**src/logic/alsc_pkg.sv**
```systemverilog
`default_nettype none
package alsc_pkg;
	localparam logic [9:0] OFS_MODE       = 10'h008;
	localparam logic [9:0] OFS_ICA        = 10'h010;
	localparam logic [9:0] OFS_OCA        = 10'h014;
	localparam logic [9:0] OFS_CA_RX      = 10'h020;
	localparam logic [9:0] OFS_CA_TX      = 10'h024;
	localparam logic [9:0] OFS_CB_RX      = 10'h030;
	localparam logic [9:0] OFS_CB_TX      = 10'h034;
	localparam logic [9:0] OFS_CB_STAT    = 10'h038;
	localparam logic [9:0] OFS_CB_MODE    = 10'h03C;
	localparam logic [9:0] OFS_CO_RX      = 10'h040;
	localparam logic [9:0] OFS_CO_TX      = 10'h044;
	localparam logic [9:0] OFS_CO_STAT    = 10'h048;
	localparam logic [9:0] OFS_CO_MODE    = 10'h04C;
	localparam logic [9:0] OFS_GSTAT      = 10'h050;
	localparam logic [9:0] OFS_IRQ_SET    = 10'h054;
	localparam logic [9:0] OFS_IRQ_CLR    = 10'h058;
	localparam logic [9:0] OFS_IRQ_MASK   = 10'h05C;
	localparam logic [9:0] OFS_DMA_LO     = 10'h100;
	localparam logic [9:0] OFS_DMA_HI     = 10'h124;
	localparam int         BIT_ON         = 0;
	localparam int         BIT_WARM       = 1;
	localparam int         BIT_VRATE      = 2;
	localparam int         SEL_W          = 3;
	localparam int         FIRST_SLOT     = 3;
	localparam int         NUM_SLOTS      = 10;
	localparam logic [2:0] SEL_NONE       = 3'h0;
	localparam logic [2:0] SEL_A          = 3'h1;
	localparam logic [2:0] SEL_B          = 3'h2;
	localparam int         CO_READ_BIT    = 23;
	localparam int         ST_SOF         = 0;
	localparam int         ST_CO_RDY      = 1;
	localparam int         ST_CA_RDY      = 2;
	localparam int         ST_CB_RDY      = 3;
	localparam int         ST_W           = 4;
	localparam logic [31:0] RST_REG       = 32'h0000_0000;
	localparam int         SLOT0_BITS     = 16;
	localparam int         SLOT_BITS      = 20;
	localparam int         FRAME_BITS     = 256;
	localparam int         WARM_NS        = 1000;
	localparam int         CLK_NS         = 10;
	localparam int         WARM_CYC       = (WARM_NS + CLK_NS - 1) / CLK_NS;
endpackage
`default_nettype wire

```
**src/logic/alsc_top.sv**
```systemverilog
// Chosen here: the strobed register port.
`default_nettype none
// Overview of operation
// Variable-rate bit 0: slots 3-12 run every frame; 1: slots need codec request.
// Warm restart output follows mode bit 1 while it holds 1.
// Enable bit 0 disables the link and blocks other registers.
// Writing enable bit 1 activates link and register access.
// Input slot map: 3-bit selectors, slot 3 at bit 0, slot 12 ends bit 29.
// Input selector 0 captures nothing in that slot.
// Input selector 1 routes slot data to receive channel A.
// Input selector 2 routes slot data to receive channel B.
// Output slot map uses the same packing as the input map.
// Output selector 0 sends no channel data in that slot.
// Output selector 1 sends transmit channel A data.
// Output selector 2 sends transmit channel B data.
// Offsets 0x100-0x124 are reserved for the channel A DMA registers.
// Frame sync held high while warm restart set, software keeps it 1 us.
// Codec command: flag and index in slot 1, data in slot 2.
// Codec status word captured from input slot 2.
// Enable register sets mask bits, disable register clears them.
// Interrupt high while any status flag and its mask bit are set.
module alsc_top
	import alsc_pkg::*;
(
	input  wire logic        sys_clk,
	input  wire logic        rst_n,
	input  wire logic [9:0]  reg_addr,
	input  wire logic [31:0] reg_wdata,
	input  wire logic        reg_wr,
	input  wire logic        reg_rd,
	output logic      [31:0] reg_rdata,
	output logic             irq,
	input  wire logic        link_bit_clk,
	input  wire logic        link_rx,
	output logic             link_tx,
	output logic             frame_sync_line,
	output logic             warm_restart_out,
	output logic             dma_sel
);
	// ----------------------------------------------------------------
	// Reset and pin synchronisers
	// ----------------------------------------------------------------
	logic       rst_s1_q;
	logic       rst_n_q;
	logic [1:0] bclk_s_q;
	logic [1:0] rx_s_q;
	logic       bclk_prev_q;
	always_ff @(posedge sys_clk or negedge rst_n) begin
		if (!rst_n) begin
			rst_s1_q <= 1'b0;
			rst_n_q  <= 1'b0;
		end else begin
			rst_s1_q <= 1'b1;
			rst_n_q  <= rst_s1_q;
		end
	end
	always_ff @(posedge sys_clk or negedge rst_n_q) begin
		if (!rst_n_q) begin
			bclk_s_q    <= 2'h0;
			rx_s_q      <= 2'h0;
			bclk_prev_q <= 1'b0;
		end else begin
			bclk_s_q    <= {bclk_s_q[0], link_bit_clk};
			rx_s_q      <= {rx_s_q[0], link_rx};
			bclk_prev_q <= bclk_s_q[1];
		end
	end
	logic bclk_rise;
	logic bclk_fall;
	assign bclk_rise = bclk_s_q[1] & ~bclk_prev_q;
	assign bclk_fall = ~bclk_s_q[1] & bclk_prev_q;

	// ----------------------------------------------------------------
	// Control registers
	// ----------------------------------------------------------------
	logic [2:0]           mode_q;
	logic [29:0]          ica_q;
	logic [29:0]          oca_q;
	logic [19:0]          ca_tx_q;
	logic [19:0]          cb_tx_q;
	logic [23:0]          co_tx_q;
	logic                 ca_tx_vld_q;
	logic                 cb_tx_vld_q;
	logic                 co_tx_vld_q;
	logic [ST_W-1:0]      imask_q;
	logic                 wr_ok;
	logic                 rd_ok;
	logic                 take_ca;
	logic                 take_cb;
	logic                 take_co;
	// block access when off
	assign wr_ok = reg_wr & (mode_q[BIT_ON] | reg_addr == OFS_MODE);
	assign rd_ok = reg_rd & (mode_q[BIT_ON] | reg_addr == OFS_MODE);
	// DMA window decode
	assign dma_sel = (reg_wr | reg_rd) & mode_q[BIT_ON]
		& reg_addr >= OFS_DMA_LO & reg_addr <= OFS_DMA_HI;

	always_ff @(posedge sys_clk or negedge rst_n_q) begin
		if (!rst_n_q) begin
			mode_q <= 3'h0;
			ica_q  <= RST_REG[29:0];
			oca_q  <= RST_REG[29:0];
		end else if (wr_ok) begin
			// enable write
			if (reg_addr == OFS_MODE)
				mode_q <= reg_wdata[2:0];
			// input map
			if (reg_addr == OFS_ICA)
				ica_q <= reg_wdata[29:0];
			// output map
			if (reg_addr == OFS_OCA)
				oca_q <= reg_wdata[29:0];
		end
	end

	// mask set and clear
	always_ff @(posedge sys_clk or negedge rst_n_q) begin
		if (!rst_n_q) begin
			imask_q <= RST_REG[ST_W-1:0];
		end else if (wr_ok && reg_addr == OFS_IRQ_SET) begin
			imask_q <= imask_q | reg_wdata[ST_W-1:0];
		end else if (wr_ok && reg_addr == OFS_IRQ_CLR) begin
			imask_q <= imask_q & ~reg_wdata[ST_W-1:0];
		end
	end

	// ----------------------------------------------------------------
	// Frame timing on the sampled bit clock
	// ----------------------------------------------------------------
	logic [7:0] bit_cnt_q;
	logic       link_on;
	logic [3:0] slot_idx;
	logic [4:0] slot_bit;
	logic       slot_last;
	logic [7:0] rel;
	// link gated by enable
	assign link_on = mode_q[BIT_ON];
	always_comb begin
		if (bit_cnt_q < 8'(SLOT0_BITS)) begin
			slot_idx = 4'h0;
			slot_bit = bit_cnt_q[4:0];
			rel      = 8'h00;
		end else begin
			rel      = bit_cnt_q - 8'(SLOT0_BITS);
			slot_idx = 4'(rel / 8'(SLOT_BITS)) + 4'h1;
			slot_bit = 5'(rel % 8'(SLOT_BITS));
		end
	end
	assign slot_last  = (slot_idx == 4'h0) ? (slot_bit == 5'(SLOT0_BITS - 1))
		: (slot_bit == 5'(SLOT_BITS - 1));

	always_ff @(posedge sys_clk or negedge rst_n_q) begin
		if (!rst_n_q)
			bit_cnt_q <= 8'h00;
		else if (!link_on)
			bit_cnt_q <= 8'h00;
		else if (bclk_rise)
			bit_cnt_q <= (bit_cnt_q == 8'(FRAME_BITS - 1)) ? 8'h00 : bit_cnt_q + 8'h01;
	end

	// warm restart signal
	assign warm_restart_out = mode_q[BIT_WARM];
	// sync held high in warm restart
	always_ff @(posedge sys_clk or negedge rst_n_q) begin
		if (!rst_n_q)
			frame_sync_line <= 1'b0;
		else if (mode_q[BIT_WARM])
			frame_sync_line <= 1'b1;
		else if (!link_on)
			frame_sync_line <= 1'b0;
		else if (bclk_rise)
			frame_sync_line <= (bit_cnt_q == 8'(FRAME_BITS - 1))
				| (bit_cnt_q < 8'(SLOT0_BITS - 1));
	end

	// ----------------------------------------------------------------
	// Slot selectors and request tags
	// ----------------------------------------------------------------
	logic [2:0] in_sel;
	logic [3:0] dslot;
	logic       slot_req_q;
	assign dslot = slot_idx - 4'(FIRST_SLOT);
	always_comb begin
		in_sel  = SEL_NONE;
		if (slot_idx >= 4'(FIRST_SLOT)) begin
			in_sel  = ica_q[dslot*SEL_W +: SEL_W];
		end
	end

	// slot request in variable rate
	always_ff @(posedge sys_clk or negedge rst_n_q) begin
		if (!rst_n_q)
			slot_req_q <= 1'b1;
		else if (bclk_fall && slot_idx == 4'h0 && slot_bit == 5'h00)
			slot_req_q <= 1'b1;
		else if (bclk_fall && slot_idx == 4'h0 && mode_q[BIT_VRATE])
			slot_req_q <= slot_req_q;
		else if (bclk_fall && slot_idx == 4'h1 && slot_bit == 5'(8) && mode_q[BIT_VRATE])
			slot_req_q <= ~rx_s_q[1];
	end

	// ----------------------------------------------------------------
	// Transmit shifter
	// ----------------------------------------------------------------
	logic [19:0] tx_sh_q;
	logic        tx_frame_tag_q;
	logic [7:0]  nxt_cnt;
	logic [7:0]  nxt_rel;
	logic [3:0]  nxt_idx;
	logic        nxt_start;
	logic [2:0]  nxt_out_sel;
	logic [19:0] tx_word;
	// Bit that the next bit clock rise puts on the line
	assign nxt_cnt = (bit_cnt_q == 8'(FRAME_BITS - 1)) ? 8'h00 : bit_cnt_q + 8'h01;
	always_comb begin
		nxt_rel     = nxt_cnt - 8'(SLOT0_BITS);
		nxt_idx     = 4'h0;
		nxt_start   = (nxt_cnt == 8'h00);
		nxt_out_sel = SEL_NONE;
		if (nxt_cnt >= 8'(SLOT0_BITS)) begin
			nxt_idx   = 4'(nxt_rel / 8'(SLOT_BITS)) + 4'h1;
			nxt_start = (nxt_rel % 8'(SLOT_BITS)) == 8'h00;
		end
		if (nxt_idx >= 4'(FIRST_SLOT))
			nxt_out_sel = oca_q[(nxt_idx - 4'(FIRST_SLOT))*SEL_W +: SEL_W];
	end

	always_comb begin
		tx_word = 20'h00000;
		if (nxt_idx == 4'h0) begin
			tx_word = {1'b1, 1'b0, co_tx_vld_q, 1'b0,
				ca_tx_vld_q | cb_tx_vld_q, 15'h0000};
		end else if (nxt_idx == 4'h1 && tx_frame_tag_q) begin
			// flag and index
			tx_word = {co_tx_q[CO_READ_BIT], co_tx_q[22:16], 12'h000};
		end else if (nxt_idx == 4'h2 && tx_frame_tag_q) begin
			// command data
			tx_word = {co_tx_q[15:0], 4'h0};
		end else if (slot_req_q) begin
			// output routing
			case (nxt_out_sel)
				SEL_A:   tx_word = ca_tx_q;
				SEL_B:   tx_word = cb_tx_q;
				default: tx_word = 20'h00000;
			endcase
		end
	end

	always_ff @(posedge sys_clk or negedge rst_n_q) begin
		if (!rst_n_q) begin
			tx_sh_q        <= 20'h00000;
			link_tx        <= 1'b0;
			tx_frame_tag_q <= 1'b0;
		end else if (!link_on) begin
			tx_sh_q <= 20'h00000;
			link_tx <= 1'b0;
		end else if (bclk_rise) begin
			// First bit leaves with the load, in line with sync
			if (nxt_start) begin
				link_tx <= tx_word[19];
				tx_sh_q <= {tx_word[18:0], 1'b0};
				if (nxt_idx == 4'h0)
					tx_frame_tag_q <= co_tx_vld_q;
			end else begin
				link_tx <= tx_sh_q[19];
				tx_sh_q <= {tx_sh_q[18:0], 1'b0};
			end
		end
	end

	// ----------------------------------------------------------------
	// Receive shifter and holding registers
	// ----------------------------------------------------------------
	logic [19:0]     rx_sh_q;
	logic [19:0]     ca_rx_q;
	logic [19:0]     cb_rx_q;
	logic [15:0]     co_rx_q;
	logic [ST_W-1:0] stat_q;
	logic [ST_W-1:0] ev;
	logic [19:0]     rx_word;
	assign rx_word = {rx_sh_q[18:0], rx_s_q[1]};
	always_comb begin
		ev = '0;
		if (link_on && bclk_fall && slot_last) begin
			ev[ST_SOF]    = (slot_idx == 4'h0);
			ev[ST_CO_RDY] = (slot_idx == 4'h2);
			ev[ST_CA_RDY] = slot_req_q & (in_sel == SEL_A);
			ev[ST_CB_RDY] = slot_req_q & (in_sel == SEL_B);
		end
	end
	always_ff @(posedge sys_clk or negedge rst_n_q) begin
		if (!rst_n_q) begin
			rx_sh_q <= 20'h00000;
			ca_rx_q <= 20'h00000;
			cb_rx_q <= 20'h00000;
			co_rx_q <= 16'h0000;
		end else if (link_on && bclk_fall) begin
			rx_sh_q <= rx_word;
			// status word capture
			if (ev[ST_CO_RDY])
				co_rx_q <= rx_word[19:4];
			// route to channel A
			if (ev[ST_CA_RDY])
				ca_rx_q <= rx_word;
			// route to channel B
			if (ev[ST_CB_RDY])
				cb_rx_q <= rx_word;
			// selector zero ignored
		end
	end

	// Transmit holding registers
	assign take_ca = link_on & bclk_rise & nxt_start & slot_req_q & nxt_out_sel == SEL_A;
	assign take_cb = link_on & bclk_rise & nxt_start & slot_req_q & nxt_out_sel == SEL_B;
	assign take_co = link_on & bclk_rise & nxt_start & nxt_idx == 4'h2 & tx_frame_tag_q;
	always_ff @(posedge sys_clk or negedge rst_n_q) begin
		if (!rst_n_q) begin
			ca_tx_q     <= 20'h00000;
			cb_tx_q     <= 20'h00000;
			co_tx_q     <= 24'h000000;
			ca_tx_vld_q <= 1'b0;
			cb_tx_vld_q <= 1'b0;
			co_tx_vld_q <= 1'b0;
		end else begin
			if (wr_ok && reg_addr == OFS_CA_TX) begin
				ca_tx_q     <= reg_wdata[19:0];
				ca_tx_vld_q <= 1'b1;
			end else if (take_ca)
				ca_tx_vld_q <= 1'b0;
			if (wr_ok && reg_addr == OFS_CB_TX) begin
				cb_tx_q     <= reg_wdata[19:0];
				cb_tx_vld_q <= 1'b1;
			end else if (take_cb)
				cb_tx_vld_q <= 1'b0;
			if (wr_ok && reg_addr == OFS_CO_TX) begin
				co_tx_q     <= reg_wdata[23:0];
				co_tx_vld_q <= 1'b1;
			end else if (take_co)
				co_tx_vld_q <= 1'b0;
		end
	end

	// ----------------------------------------------------------------
	// Status, interrupt and read port
	// ----------------------------------------------------------------
	logic stat_rd;
	assign stat_rd = rd_ok && reg_addr == OFS_GSTAT;
	always_ff @(posedge sys_clk or negedge rst_n_q) begin
		if (!rst_n_q)
			stat_q <= '0;
		else if (stat_rd)
			stat_q <= ev;
		else
			stat_q <= stat_q | ev;
	end
	// masked interrupt
	assign irq = |(stat_q & imask_q);

	always_ff @(posedge sys_clk or negedge rst_n_q) begin
		if (!rst_n_q) begin
			reg_rdata <= 32'h0000_0000;
		end else if (rd_ok) begin
			case (reg_addr)
				OFS_MODE:     reg_rdata <= {29'h0, mode_q};
				OFS_ICA:      reg_rdata <= {2'h0, ica_q};
				OFS_OCA:      reg_rdata <= {2'h0, oca_q};
				OFS_CA_RX:    reg_rdata <= {12'h000, ca_rx_q};
				OFS_CB_RX:    reg_rdata <= {12'h000, cb_rx_q};
				OFS_CO_RX:    reg_rdata <= {16'h0000, co_rx_q};
				OFS_CB_STAT:  reg_rdata <= {31'h0, ~cb_tx_vld_q};
				OFS_CO_STAT:  reg_rdata <= {31'h0, ~co_tx_vld_q};
				OFS_GSTAT:    reg_rdata <= {28'h0, stat_q};
				OFS_IRQ_MASK: reg_rdata <= {28'h0, imask_q};
				default:      reg_rdata <= 32'h0000_0000;
			endcase
		end else begin
			reg_rdata <= 32'h0000_0000;
		end
	end
endmodule
`default_nettype wire

```
**config.mk**
```make
export PLATFORM = sky130hd
export DESIGN_NAME = alsc_top
export DESIGN_NICKNAME = d
export VERILOG_FILES = /design/src/logic/alsc_pkg.sv /design/src/logic/alsc_top.sv
export SDC_FILE = /design/constraint.sdc
export NUM_CORES = 1
export LEC_CHECK = 0
export ABC_CLOCK_PERIOD_IN_PS = 26500
export BUFFER_PORTS_ARGS = -buffer_cell sky130_fd_sc_hd__buf_2
export CAP_MARGIN = 0
export CORE_MARGIN = 5
export CORE_UTILIZATION = 45
export DETAILED_ROUTE_END_ITERATION = 8
export SYNTH_ARGS = -nofsm -noshare
export SYNTH_HDL_FRONTEND = slang
export SYNTH_SLANG_ARGS = --single-unit
```
**constraint.sdc**
```tcl
create_clock -name sys_clk -period 26.5 [get_ports sys_clk]
set_input_delay 7.95 -clock sys_clk [delete_from_list [all_inputs] [get_ports sys_clk]]
set_output_delay 7.95 -clock sys_clk [all_outputs]
set_load 0.05 [all_outputs]
```
; ---- Word-level counts from Yosys, hierarchy flattened
; Cells that the tools add are included.
[totals]
romBits = 0
ram_bits = 0
mem_count = 0
output_inout_bits = 37
in_bits = 48
latch_bits = 0
reg_bits = 284
[classes]
n_mux = 39
mul = 2
n_reduce_logical = 35
shifts = 2
n_eq_ne = 30
n_addsub = 7
order_cmp = 7
div = 4
bitwise_logic = 30
[op_table]
columns = operator, n
row1 = case mux 30 bit (10 select lines), 1
row2 = 2-to-1 mux 20 bit, 7
row3 = "equality test 10 x 7 -> 1 bit, second input constant", 7
row4 = "equality test 10 x 6 -> 1 bit, second input constant", 5
row5 = case mux 20 bit (2 select lines), 1
row6 = variable part select 30 x 33 -> 3 bit, 1
row7 = 2-to-1 mux 30 bit, 1
row8 = variable part select 30 x 7 -> 3 bit, 1
row9 = 2-to-1 mux 4 bit, 6
row10 = 2-to-1 mux 8 bit, 3
row11 = "equality test 10 x 5 -> 1 bit, second input constant", 2
row12 = 2-to-1 mux 1 bit, 17
row13 = AND 1 bit, 16
row14 = "divider 8 x 5 -> 8 bit, second input constant", 2
row15 = logical AND 1 bit, 16
row16 = logical NOT 8 bit, 2
row17 = "modulo 8 x 5 -> 8 bit, second input constant", 2
row18 = "subtractor 8 x 5 -> 8 bit, second input constant", 2
row19 = AND reduction 2 bit, 7
row20 = "equality test 10 x 4 -> 1 bit, second input constant", 1
row21 = "equality test 5 x 4 -> 1 bit, second input constant", 2
row22 = ">= comparator 10 x 9 -> 1 bit, second input constant", 1
row23 = "<= comparator 10 x 9 -> 1 bit, second input constant", 1
row24 = nonzero test 2 bit, 5
row25 = 29 further kinds, 47

; ---- Depth between registers and ports, before layout
[depth]
depth_word = 19
mapped_depth = 36
depth_no_buf = 31

; ---- Worst setup path before layout
; Ideal clock, no wire load.
[synth_path]
kind = input to output
from = input port reg_addr[2]
to = output port dma_sel
t_arrival_ns = 10.746
path_buffers = 1
setup_slack_ns = 7.804
stages = 4
cell_sequence = clkbuf_1 -> o21ai_0 -> nand2b_1 -> a2111oi_0
[synth_between]
elab_chain_cells = 3
[synth_lines]
columns = element, line_no
row1 = "start, declared", alsc_top.sv:27  ; input wire logic [9:0] reg_addr,
row2 = >= comparator 10 x 9 -> 1 bit, alsc_top.sv:96  ; & reg_addr >= OFS_DMA_LO & reg_addr <= OFS_DMA_HI;
row3 = AND 1 bit, alsc_top.sv:96
row4 = AND 1 bit (*), alsc_top.sv:96
row5 = "end, declared", alsc_top.sv:38  ; output logic dma_sel
; Mark *: on every way between the ends. The rest lies on a longest branch, timed or not.

; ---- Final worst setup path
; Same ends and word-level chain as after synthesis.

==> flow_summary.json <==
{
  "yosys-top-cells-area": "dfrtp_1, mux2_2, mux2i_1, nand2_1, nor2_1",
  "cp_num_buf_inv": 3,
  "period_share": 0.650,
  "first_iter_violations": 1114,
  "design_area_um2": 17100,
  "fin_nets": 1496,
  "ctsResizeCount": 0,
  "start_util": 0.453,
  "cts_max_level": 2,
  "grt_pass1_wl_um": 67900,
  "cts_buffers": 34,
  "synth-edff-count": 0,
  "path_delay_family": "buffers and inverters",
  "async_reset_ff_frac": 1.00,
  "clk_latency_ps": 530,
  "wl_per_cell_um": 22.4,
  "vias": 11600,
  "yosysWarnings": 0,
  "cts_sinks": 281,
  "slew_headroom": 0.240,
  "holdBufCountCts": 0,
  "power_leakage_nw": 7.95,
  "cellPowerDensity_nw_per_um2": 55.2,
  "cp_data_required_time_ps": 18550,
  "clk_pin_slew_worst_paths_ps": 60,
  "synth_top_area_frac": 0.463,
  "netlist_top_cells_count": "dfrtp_1, mux2_2, nand2_1",
  "timing.fmax_mhz": 58.0,
  "ys_ff_latch": 281,
  "hold_class": "reg -> reg",
  "rsz0062_at_grt": "false",
  "critical_path_class": "in -> out",
  "cp-start-kind": "input port",
  "synth_top_area_cell": "dfrtp_1",
  "wirelength_um": 42600,
  "overflow": 0,
  "ant_nets": 0,
  "timing.max_cap.violations": 0,
  "dieArea_um2": 37400,
  "dp_hpwl_um": 29100,
  "irDropWorstVdd_v": 0.0000508,
  "viasPerCell": 6.13,
  "die_h_um": 193,
  "ctsLongestPathBuffers": 3,
  "boundaryPins": 85,
  "cts_tree": "built",
  "synth_ff_type": "dfrtp_1",
  "drv_slew": 0,
  "fin_util": 0.512,
  "slowest_delay_ps": 360,
  "first_pass_iters": 5,
  "drcViolationCount": 0,
  "ys_types": 97,
  "final.setup.tns_ps": 0,
  "synth_seq_area_share": 0.465,
  "std_cell_rows": 67,
  "min_period_ps": 17230,
  "die_x_um": 193,
  "drive_above_1_share": 0.277,
  "seq_area_um2": 7040,
  "grt_pass1_vias": 11600,
  "place_congestion": 0.885,
  "track_usage": 0.223,
  "fin_skew_ps": 17.5,
  "antenna_found_initial": 3,
  "coreArea_um2": 33400,
  "portBuffers": 80,
  "cpMostUsedCell": "buf_2",
  "cts_setup_buffers": 0,
  "synth.most_common_cell": "dfrtp_1",
  "worstMarginPinSlew_ps": 1140,
  "cts_root_buffer": "clkbuf_16",
  "multiInputGateArea_um2": 7630,
  "diodes": 0,
  "outcome": "finished clean",
  "synth_cells": 1374,
  "fillCellCount": 3065,
  "path_max_fanout": 37,
  "hold-worst-slack_ps": 350,
  "worstPathArrival_ps": 9280,
  "slowest_stage": "a2111oi_0",
  "area_growth_syn_to_layout_pct": 13.0,
  "finalHoldViolations": 0,
  "syn_avg_cell_area_um2": 11.0,
  "dpl_cell_area_um2": 15900,
  "grt_max_degree": 75,
  "netlist_area_um2": 15100,
  "crit_chain": "buf_2 > buf_4 > o21ai_0 > nand2b_1 > a2111oi_0 > buf_2",
  "cp-end-kind": "output port",
  "setup_viol_count_final": 0
}
## path summary, 6_finish.rpt
| path | from | to | slack, ps | cells after the start |
|---|---|---|---|---|
| max | reg_addr[2] | dma_sel | 9270 | 6 |
| min | rx_s_q[0] | rx_s_q[1] | 350 | 0 |
| max reg2reg | bit_cnt_q[4] | tx_sh_q[3] | 15910 | 31 |
| min reg2reg | rx_s_q[0] | rx_s_q[1] | 350 | 0 |
| max in group asynchronous | rst_n | rst_n_q | 19200 | 1 |
| min in group asynchronous | rst_n_q | cb_tx_q[9] | 480 | 0 |
## sequential cells by signal, indices dropped and copies added (netlist names), 2 cells and up, named ones only
| name | count |
|---|---|
| ica_q | 30 |
| tx_sh_q | 19 |
| co_tx_q | 24 |
| cb_rx_q | 20 |
| co_rx_q | 16 |
| stat_q | 4 |
| rx_s_q | 2 |
| rx_sh_q | 19 |
| bclk_s_q | 2 |
| cb_tx_q | 20 |
| mode_q | 3 |
| ca_rx_q | 20 |
| bit_cnt_q | 8 |
| ca_tx_q | 20 |
| oca_q | 30 |
| reg_rdata | 30 |
## metal layers
| layer | part of all wire | vias to the layer above | track usage | wire length (µm) |
|---|---|---|---|---|
| met5 | 0.00096 | - | 0 | 41 |
| met4 | 0.023 | 6 | 0.0574 | 989 |
| met3 | 0.057 | 80 | 0.0384 | 2440 |
| met2 | 0.46 | 402 | 0.351 | 19600 |
| met1 | 0.46 | 5913 | 0.323 | 19500 |
| li1 | - | 5230 | - | - |
## logic make-up (layout without fill, tap and decap cells)
kind of cell	count (synthesis)	in the layout	synth area share
adders and majority gates	20	20	0.0170
buffers and inverters	114	189	0.0329
AOI/OAI and AO/OA	305	305	0.148
muxes	265	265	0.203
and+or+nand+nor	358	358	0.116
other	2	3	0.000497
xor gates and xnor gates	29	29	0.0178
DFF	281	281	0.465
## per-stage QoR
step | std cells | setup WS, ps | power, mW
after floorplan | 1375 | 7800 | 0.453
after global placement | 1840 | 9210 | 0.466
after detailed placement | 1840 | 9270 | 0.467
after CTS | 1898 | 9270 | 0.955
after global routing | 1898 | 9100 | 0.974
final | 1898 | 9270 | 0.944
## layout by cell type, fill, tap and decap left out, drive strengths merged, types with 12 or more instances in the layout
master / synthesis / layout
a21oi: 52 / 52
a222oi: 14 / 14
a22o: 12 / 12
a22oi: 32 / 32
a31oi: 21 / 21
and3: 16 / 16
buf: 36 / 104
clkbuf: 51 / 46
dfrtp: 280 / 280
ha: 19 / 19
inv: 25 / 26
mux2: 209 / 209
mux2i: 45 / 45
nand2: 110 / 110
nand3: 45 / 45
nor2: 89 / 89
nor3: 23 / 23
o211ai: 12 / 12
o21ai: 55 / 55
xnor2: 22 / 22
## area by class of cell
| cell class | instances | share of cell area |
|---|---|---|
| clock buffer | 46 | 0.0582 |
| clock inverter | 12 | 0.0111 |
| inverter | 27 | 0.00593 |
| tap | 448 | 0.0328 |
| multi-input combinational | 980 | 0.446 |
| timing repair buffer | 104 | 0.0340 |
| sequential | 281 | 0.412 |
## power by group
| group | internal (mW) | switching [mW] | total, mW | leakage [nW] |
|---|---|---|---|---|
| clock network | 0.295 | 0.190 | 0.486 | 0.585 |
| registers | 0.430 | 0.00259 | 0.433 | 3.88 |
| logic | 0.00638 | 0.0191 | 0.0255 | 3.49 |
Power figures use the tool's default switching activity.
